<file path="src/irqagg_pkg.sv">
package irqagg_pkg;

    // Die-to-die window bases and register offsets
    localparam logic [15:0] BASE_BLOCKING    = 16'h0E00;
    localparam logic [15:0] BASE_NONBLOCKING = 16'h0F00;
    localparam logic [7:0]  OFS_SRC_HIGH     = 8'h08;
    localparam logic [7:0]  OFS_SRC_LOW      = 8'h09;
    localparam logic [7:0]  OFS_VECTOR       = 8'h0A;
    localparam logic [7:0]  OFS_RESERVED     = 8'h0B;
    localparam logic [7:0]  OFS_DISABLE_HIGH = 8'h0C;
    localparam logic [7:0]  OFS_DISABLE_LOW  = 8'h0D;

    // Source count and reset values
    localparam int          NUM_SOURCES      = 14;
    localparam logic [7:0]  DISABLE_RESET    = 8'h00;
    localparam logic [7:0]  LOW_USED_MASK    = 8'h3F;
    localparam logic [4:0]  VECTOR_NONE      = 5'h00;

    // Pending sources in priority order, bit 0 highest (code 1)
    typedef struct packed {
        logic calibration_request_pending;
        logic lifetime_counter_pending;
        logic measurement_done_pending;
        logic serial_receive_pending;
        logic serial_transmit_pending;
        logic serial_error_pending;
        logic timer_overflow_pending;
        logic timer_chan3_pending;
        logic timer_chan2_pending;
        logic timer_chan1_pending;
        logic timer_chan0_pending;
        logic lin_fault_pending;
        logic high_temp_pending;
        logic undervoltage_pending;
    } irqagg_sources_s;

    // Register access request from the die-to-die window
    typedef struct packed {
        logic        rd;
        logic        wr;
        logic [15:0] addr;
        logic [7:0]  wdata;
    } irqagg_req_s;

endpackage

</file>
<file path="src/irqagg_prio.sv">
module irqagg_prio
    import irqagg_pkg::*;
(
    // Enabled request vector, priority order
    input  wire logic [NUM_SOURCES-1:0] req,
    // Code of the highest priority request
    output logic      [4:0]             code
);

    // Lowest index wins; code is index plus one
    always_comb begin
        code = VECTOR_NONE;
        for (int i = NUM_SOURCES - 1; i >= 0; i--) begin
            if (req[i]) begin
                code = 5'(i + 1); // [RL7]
            end
        end
    end

endmodule

</file>
<file path="src/irqagg_top.sv">
// Operation
// RL1 - Read-only 0x08: overflow, channels 3..0, LIN, temp, undervoltage.
// RL2 - Each source bit reads 1 while its request is pending, else 0.
// RL3 - Undervoltage bit also reads 1 after wake-up from cranking mode.
// RL4 - Read-only 0x09: calibration, lifetime, measurement, serial; 7:6 zero.
// RL5 - LIN fault bit: driver overtemperature or transmit dominant timeout.
// RL6 - Offsets decode relative to 0x0E00 blocking and 0x0F00 non-blocking.
// RL7 - Vector gives highest priority pending code 1..14, zero if none.
// RL8 - Global disable bits: 0 enables, 1 disables; all reset to 0.
// RL9 - Reading source or vector registers never acknowledges any request.
// RL10 - Interrupt high if any enabled source pends; status writes ignored.
module irqagg_top
    import irqagg_pkg::*;
(
    // Clock and reset
    input  wire logic        mclk,
    input  wire logic        srst,
    // Source unit request levels
    input  wire logic        timer_overflow_pending,
    input  wire logic        timer_chan3_pending,
    input  wire logic        timer_chan2_pending,
    input  wire logic        timer_chan1_pending,
    input  wire logic        timer_chan0_pending,
    input  wire logic        lin_overtemp_req,
    input  wire logic        lin_dominant_timeout_req,
    input  wire logic        high_temp_pending,
    input  wire logic        undervoltage_req,
    input  wire logic        cranking_wakeup_req,
    input  wire logic        calibration_request_pending,
    input  wire logic        lifetime_counter_pending,
    input  wire logic        measurement_done_pending,
    input  wire logic        serial_receive_pending,
    input  wire logic        serial_transmit_pending,
    input  wire logic        serial_error_pending,
    // Die-to-die register window
    input  wire irqagg_req_s d2d_req,
    output logic             d2d_ack,
    output logic      [7:0]  d2d_rdata,
    // Interrupt toward the microcontroller
    output logic             die_link_interrupt_out
);

    irqagg_sources_s             src;
    logic [NUM_SOURCES-1:0]      src_vec;
    logic [NUM_SOURCES-1:0]      enabled_vec;
    logic [7:0]                  global_source_disable_high;
    logic [7:0]                  global_source_disable_low;
    logic [4:0]                  top_code;
    logic                        hit;
    logic [7:0]                  ofs;
    logic [7:0]                  pending_sources_high;
    logic [7:0]                  pending_sources_low;
    logic [7:0]                  next_rdata;
    logic [7:0]                  vector_byte;
    logic                        any_enabled;
    logic                        rd_hit;
    logic                        wr_hit;
    // Named disable fields, high byte
    logic                        timer_overflow_disable;
    logic                        timer_chan3_disable;
    logic                        timer_chan2_disable;
    logic                        timer_chan1_disable;
    logic                        timer_chan0_disable;
    logic                        lin_fault_disable;
    logic                        high_temp_disable;
    logic                        undervoltage_disable;
    // Named disable fields, low byte
    logic                        calibration_request_disable;
    logic                        lifetime_counter_disable;
    logic                        measurement_done_disable;
    logic                        serial_receive_disable;
    logic                        serial_transmit_disable;
    logic                        serial_error_disable;

    // Window decode against either base
    function automatic logic in_window(input logic [15:0] a);
        return (a[15:8] == BASE_BLOCKING[15:8])
            || (a[15:8] == BASE_NONBLOCKING[15:8]); // [RL6]
    endfunction

    // Source mirror, live levels, no latching
    always_comb begin
        src.undervoltage_pending        = undervoltage_req
                                        | cranking_wakeup_req; // [RL3]
        src.high_temp_pending           = high_temp_pending;
        src.lin_fault_pending           = lin_overtemp_req
                                        | lin_dominant_timeout_req; // [RL5]
        src.timer_chan0_pending         = timer_chan0_pending;
        src.timer_chan1_pending         = timer_chan1_pending;
        src.timer_chan2_pending         = timer_chan2_pending;
        src.timer_chan3_pending         = timer_chan3_pending;
        src.timer_overflow_pending      = timer_overflow_pending;
        src.serial_error_pending        = serial_error_pending;
        src.serial_transmit_pending     = serial_transmit_pending;
        src.serial_receive_pending      = serial_receive_pending;
        src.measurement_done_pending    = measurement_done_pending;
        src.lifetime_counter_pending    = lifetime_counter_pending;
        src.calibration_request_pending = calibration_request_pending;
    end

    // Flat view of the mirror, bit 0 highest priority
    assign src_vec = src; // [RL2]

    // High byte: overflow, ch3..ch0, LIN, temp, undervoltage
    assign pending_sources_high = {src_vec[7], src_vec[6], src_vec[5],
                                   src_vec[4], src_vec[3], src_vec[2],
                                   src_vec[1], src_vec[0]}; // [RL1]
    // Low byte: cal, lifetime, measurement, rx, tx, err
    assign pending_sources_low  = {2'h0, src_vec[13], src_vec[12],
                                   src_vec[11], src_vec[10], src_vec[9],
                                   src_vec[8]}; // [RL4]

    // Disable fields, high byte
    assign timer_overflow_disable      = global_source_disable_high[7];
    assign timer_chan3_disable         = global_source_disable_high[6];
    assign timer_chan2_disable         = global_source_disable_high[5];
    assign timer_chan1_disable         = global_source_disable_high[4];
    assign timer_chan0_disable         = global_source_disable_high[3];
    assign lin_fault_disable           = global_source_disable_high[2];
    assign high_temp_disable           = global_source_disable_high[1];
    assign undervoltage_disable        = global_source_disable_high[0];
    // Disable fields, low byte
    assign calibration_request_disable = global_source_disable_low[5];
    assign lifetime_counter_disable    = global_source_disable_low[4];
    assign measurement_done_disable    = global_source_disable_low[3];
    assign serial_receive_disable      = global_source_disable_low[2];
    assign serial_transmit_disable     = global_source_disable_low[1];
    assign serial_error_disable        = global_source_disable_low[0];

    // A set disable bit hides its source from vector and line
    assign enabled_vec = src_vec & ~{calibration_request_disable,
                                     lifetime_counter_disable,
                                     measurement_done_disable,
                                     serial_receive_disable,
                                     serial_transmit_disable,
                                     serial_error_disable,
                                     timer_overflow_disable,
                                     timer_chan3_disable,
                                     timer_chan2_disable,
                                     timer_chan1_disable,
                                     timer_chan0_disable,
                                     lin_fault_disable,
                                     high_temp_disable,
                                     undervoltage_disable}; // [RL8]

    // Priority encoder over enabled pending sources
    irqagg_prio u_prio (
        .req  (enabled_vec),
        .code (top_code)
    );

    assign ofs = d2d_req.addr[7:0];
    assign hit = in_window(d2d_req.addr);
    // Accepted strobes; requests outside both windows are dropped
    assign rd_hit = d2d_req.rd && hit; // [RL6]
    assign wr_hit = d2d_req.wr && hit;

    // Vector byte; upper three bits read zero
    assign vector_byte = {3'h0, top_code}; // [RL7]

    // Any enabled source pending
    assign any_enabled = |enabled_vec; // [RL10]

    // Disable high byte; status offsets accept no write
    always_ff @(posedge mclk) begin
        if (srst) begin
            global_source_disable_high <= DISABLE_RESET; // [RL8]
        end else if (wr_hit && ofs == OFS_DISABLE_HIGH) begin // [RL10]
            global_source_disable_high <= d2d_req.wdata;
        end
    end

    // Disable low byte; unused top bits stay zero
    always_ff @(posedge mclk) begin
        if (srst) begin
            global_source_disable_low <= DISABLE_RESET; // [RL8]
        end else if (wr_hit && ofs == OFS_DISABLE_LOW) begin
            global_source_disable_low <= d2d_req.wdata & LOW_USED_MASK;
        end
    end

    // Read mux; reads have no side effects on any source
    always_comb begin
        next_rdata = 8'h00;
        if (hit) begin
            unique case (ofs)
                OFS_SRC_HIGH:     next_rdata = pending_sources_high; // [RL9]
                OFS_SRC_LOW:      next_rdata = pending_sources_low;
                OFS_VECTOR:       next_rdata = vector_byte;
                OFS_RESERVED:     next_rdata = 8'h00;
                OFS_DISABLE_HIGH: next_rdata = global_source_disable_high;
                OFS_DISABLE_LOW:  next_rdata = global_source_disable_low;
                default:          next_rdata = 8'h00;
            endcase
        end
    end

    // Acknowledge one cycle after an accepted access
    always_ff @(posedge mclk) begin
        if (srst) begin
            d2d_ack <= 1'b0;
        end else begin
            d2d_ack <= rd_hit || wr_hit; // [RL6]
        end
    end

    // Read data, held until the next accepted read
    always_ff @(posedge mclk) begin
        if (srst) begin
            d2d_rdata <= 8'h00;
        end else if (rd_hit) begin
            d2d_rdata <= next_rdata; // [RL9]
        end
    end

    // Registered interrupt line
    always_ff @(posedge mclk) begin
        if (srst) begin
            die_link_interrupt_out <= 1'b0;
        end else begin
            die_link_interrupt_out <= any_enabled; // [RL10]
        end
    end

endmodule
</file>
<file path="config.mk">
export PLATFORM = sky130hd
export DESIGN_NAME = irqagg_top
export DESIGN_NICKNAME = d
export VERILOG_FILES = /design/src/irqagg_pkg.sv /design/src/irqagg_prio.sv /design/src/irqagg_top.sv
export SDC_FILE = /design/constraint.sdc
export NUM_CORES = 1
export LEC_CHECK = 0
export ABC_AREA = 1
export BUFFER_PORTS_ARGS = -buffer_cell sky130_fd_sc_hd__buf_2
export CAP_MARGIN = 0
export CORE_MARGIN = 5
export CORE_UTILIZATION = 45
export CTS_CLUSTER_DIAMETER = 80
export DETAILED_ROUTE_END_ITERATION = 8
export HOLD_SLACK_MARGIN = 0.06
export PLACE_DENSITY_LB_ADDON = 0.12
export SYNTH_ARGS = -nofsm -noshare
export SYNTH_HDL_FRONTEND = slang
export SYNTH_SLANG_ARGS = --single-unit
</file>
<file path="constraint.sdc">
create_clock -name mclk -period 2.18 [get_ports mclk]
set_input_delay 0.654 -clock mclk [delete_from_list [all_inputs] [get_ports mclk]]
set_output_delay 0.654 -clock mclk [all_outputs]
set_load 0.01 [all_outputs]
</file>
==> results.toml <==
[outcome]
status = "complete, no violations"

[pwr]
ir_drop_mv = 0.3189
switchingPower_mw = 0.1884
p_seq_frac = 0.569
p_int_mw = 0.5841
sw_frac_of_total = 0.2439
p_total_mw = 0.7725
p_clk_frac = 0.303
power_density_mw_per_mm2 = 428.1
leakagePower_nw = 0.8848
combPwrFrac = 0.128

[worst_setup_path]
startpoint_type = "input port"
timing.rr.end = "d2d_rdata[0]$_SDFFE_PP0P_"
reg2reg_depth = 17
reg2reg_from = "global_source_disable_low[4]$_SDFFE_PP0P_"
cp_max_fo = 8
critical_path_class = "input port to flip-flop"
crit_path_end_kind = "flip-flop"
worstPathRequired_ps = 2430
rrSetupSlack_ps = 730
cp.arrival_ps = 1980

[place]
place_hpwl_um = 2991
place.gp.congestion = 0.8333
port_buffers = 52

[timing]
final.setup.tns_ps = 0
fmaxAchievable_ghz = 0.5769
min_period_ps = 1733
worstMarginPinSlew_ps = 426.0
finalSetupViolations = 0
finClkSkew_ps = 9.974
maxSlewHeadroom = 0.7160
hold_viol = 0
min_period_over_period = 0.7951
rsz0062_at_grt = "no"
drv_slew = 0

[final_layout]
final_cell_mix = "62 x nand2_1, 52 x buf_2, 32 x inv_1"
syn2layout_area_growth_pct = 27.50
final-seq-area_um2 = 480.5
multiInputGateArea_um2 = 772.0
final_nets = 325
final_layout_size_suffix_gt1_frac = 0.2643
n_fill_cell = 316
final_common_cell = "nand2_1"
antenna_cells = 0

[global_routing]
gr-total-overflow = 0
grt_pass1_wl_um = 5809
grt_max_degree = 25
grt_pass1_vias = 1392
antenna_found_initial = 0
grt_util_all_layers = 0.1652

[clocking]
cts_tree = "done"
clk_latency_ps = 310
cts_post_setup_buffers_inserted = 0
cts_resized = 0
cts_buffer_depth = 2
clk_pin_slew_ps = 120
cts.sinks = 24
cts_inserted_buffers = 3
postCtsHoldBufs = 0
root_buffer = "clkbuf_4"
cts-htree-levels = 1

[routing]
drc = 0
via_count = 1533
routed_wl_um = 3606
dr.pass1.iters = 4
wire_per_inst_um = 11.13
drt_iter0_drc = 51
drtAntennaViolNets = 0
viasPerCell = 4.731

[floorplanning]
dieArea_mm2 = 0.004366
io_pins = 54
fp.dieW_um = 66.08
coreArea_mm2 = 0.003028
start_util = 0.4674
die_h_um = 66.08
num_rows = 20

[worst_hold_path]
hp-start = "d2d_rdata[1]$_SDFFE_PP0P_"
hold_path_class = "flip-flop to flip-flop"
min_path_cells = 2
whs_endpoint = "d2d_rdata[1]$_SDFFE_PP0P_"

[synth]
synth_cells = 222
ys_seq_elements = 24
avgSynthCellArea_um2 = 6.374
synth_warnings = 0
ys_seq_area_frac = 0.3395
synth.distinct_cells = 26
syn_nets = 266
syn-cell-area_mm2 = 0.001415

[job]
cap_violations = 0
cell usage after synthesis:
library cell,n,area [um^2]
nand2_1,62,232.7
inv_1,32,120.1
nor2_1,28,105.1
dfxtp_1,24,480.5
a211oi_1,14,105.1
a21oi_1,14,70.07
nand3_1,7,35.03
o21ai_0,7,35.03
inv_2,6,22.52
nor3_1,5,25.02
a221oi_1,2,17.52
clkbuf_1,2,7.510
nand4_1,2,12.51
nand4_2,2,25.02
nor3_2,2,20.02
o21ai_1,2,10.01
o22ai_1,2,12.51
a21o_1,1,7.510
a31oi_1,1,6.260
a31oi_4,1,21.27
buf_2,1,5.000
buf_4,1,7.510
nor2_2,1,6.260
nor4_1,1,6.260
o211a_1,1,10.01
o311ai_1,1,8.760
metal layers:
layer / up-vias / GRT usage / part of all wire
met3: 2 / 0.02551 / 0.054
met2: 41 / 0.2866 / 0.48
met1: 649 / 0.2192 / 0.47
met4: 0 / 0.02538 / 0.0028
li1: 841 / - / -
met5: - / 0 / 0
final cells by class:
cell class	count	share of cell area
multi-input combinational	156	0.4279
sequential	24	0.2663
timing repair buffer	58	0.1761
inverter	38	0.07906
tap	44	0.03051
clock buffer	4	0.02011
worst max path at each step:
stage / startpoint / end / slack, ps / cells past startpoint
finish: d2d_req[15] / d2d_rdata[5]$_SDFFE_PP0P_ / 450 / 8
global route: d2d_req[20] / global_source_disable_high[0]$_SDFFE_PP0P_ / 290 / 9
CTS: d2d_req[15] / d2d_rdata[5]$_SDFFE_PP0P_ / 430 / 8
detailed placement: d2d_req[15] / d2d_rdata[5]$_SDFFE_PP0P_ / 90 / 8
global placement: d2d_req[15] / d2d_rdata[5]$_SDFFE_PP0P_ / 130 / 8
floorplan: d2d_req[15] / d2d_rdata[2]$_SDFFE_PP0P_ / 410 / 10
power by group through the flow:
stage | Combinational (mW) | Sequential, mW | Clock [mW]
finish | 0.0990 | 0.440 | 0.234
global route | 0.113 | 0.440 | 0.260
CTS | 0.0993 | 0.440 | 0.242
detailed placement | 0.0987 | 0.449 | 0
global placement | 0.0970 | 0.449 | 0
floorplan | 0.0430 | 0.450 | 0
critical path, cell delays in order:
cell,delay [ps]
buf_2,100
nor2_1,90
nand2_1,100
nor3_2,180
nand3_1,230
a31oi_4,350
o21ai_1,150
a21oi_1,130
logic make-up after synthesis:
group	share of synthesized area
AOI/OAI and AO/OA	0.2149
buffers and inverters	0.1149
DFF	0.3395
and+or+nand+nor	0.3307
flip-flops by register name (all words and copies together) (netlist names):
name                        flops
d2d_rdata                       8
global_source_disable_high      8
global_source_disable_low       6
d2d_ack                         1
die_link_interrupt_out          1
stage by stage:
| stage | hold slack (ps) | setup slack, ps | utilization | instance area, um^2 | instances |
|---|---|---|---|---|---|
| 4_1_cts | 472.0 | 431.6 | 0.5959 | 1804 | 324 |
| 5_1_grt | 490.6 | 286.7 | 0.5959 | 1804 | 324 |
| 6_report | 467.3 | 446.7 | 0.5959 | 1804 | 324 |
| 2_1_floorplan | 468.4 | 414.7 | - | 1415 | 222 |
| 3_3_place_gp | 448.5 | 132.7 | 0.5839 | 1768 | 320 |
| 3_5_place_dp | 452.8 | 92.96 | 0.5839 | 1768 | 320 |
Power figures use the tool's default switching activity.
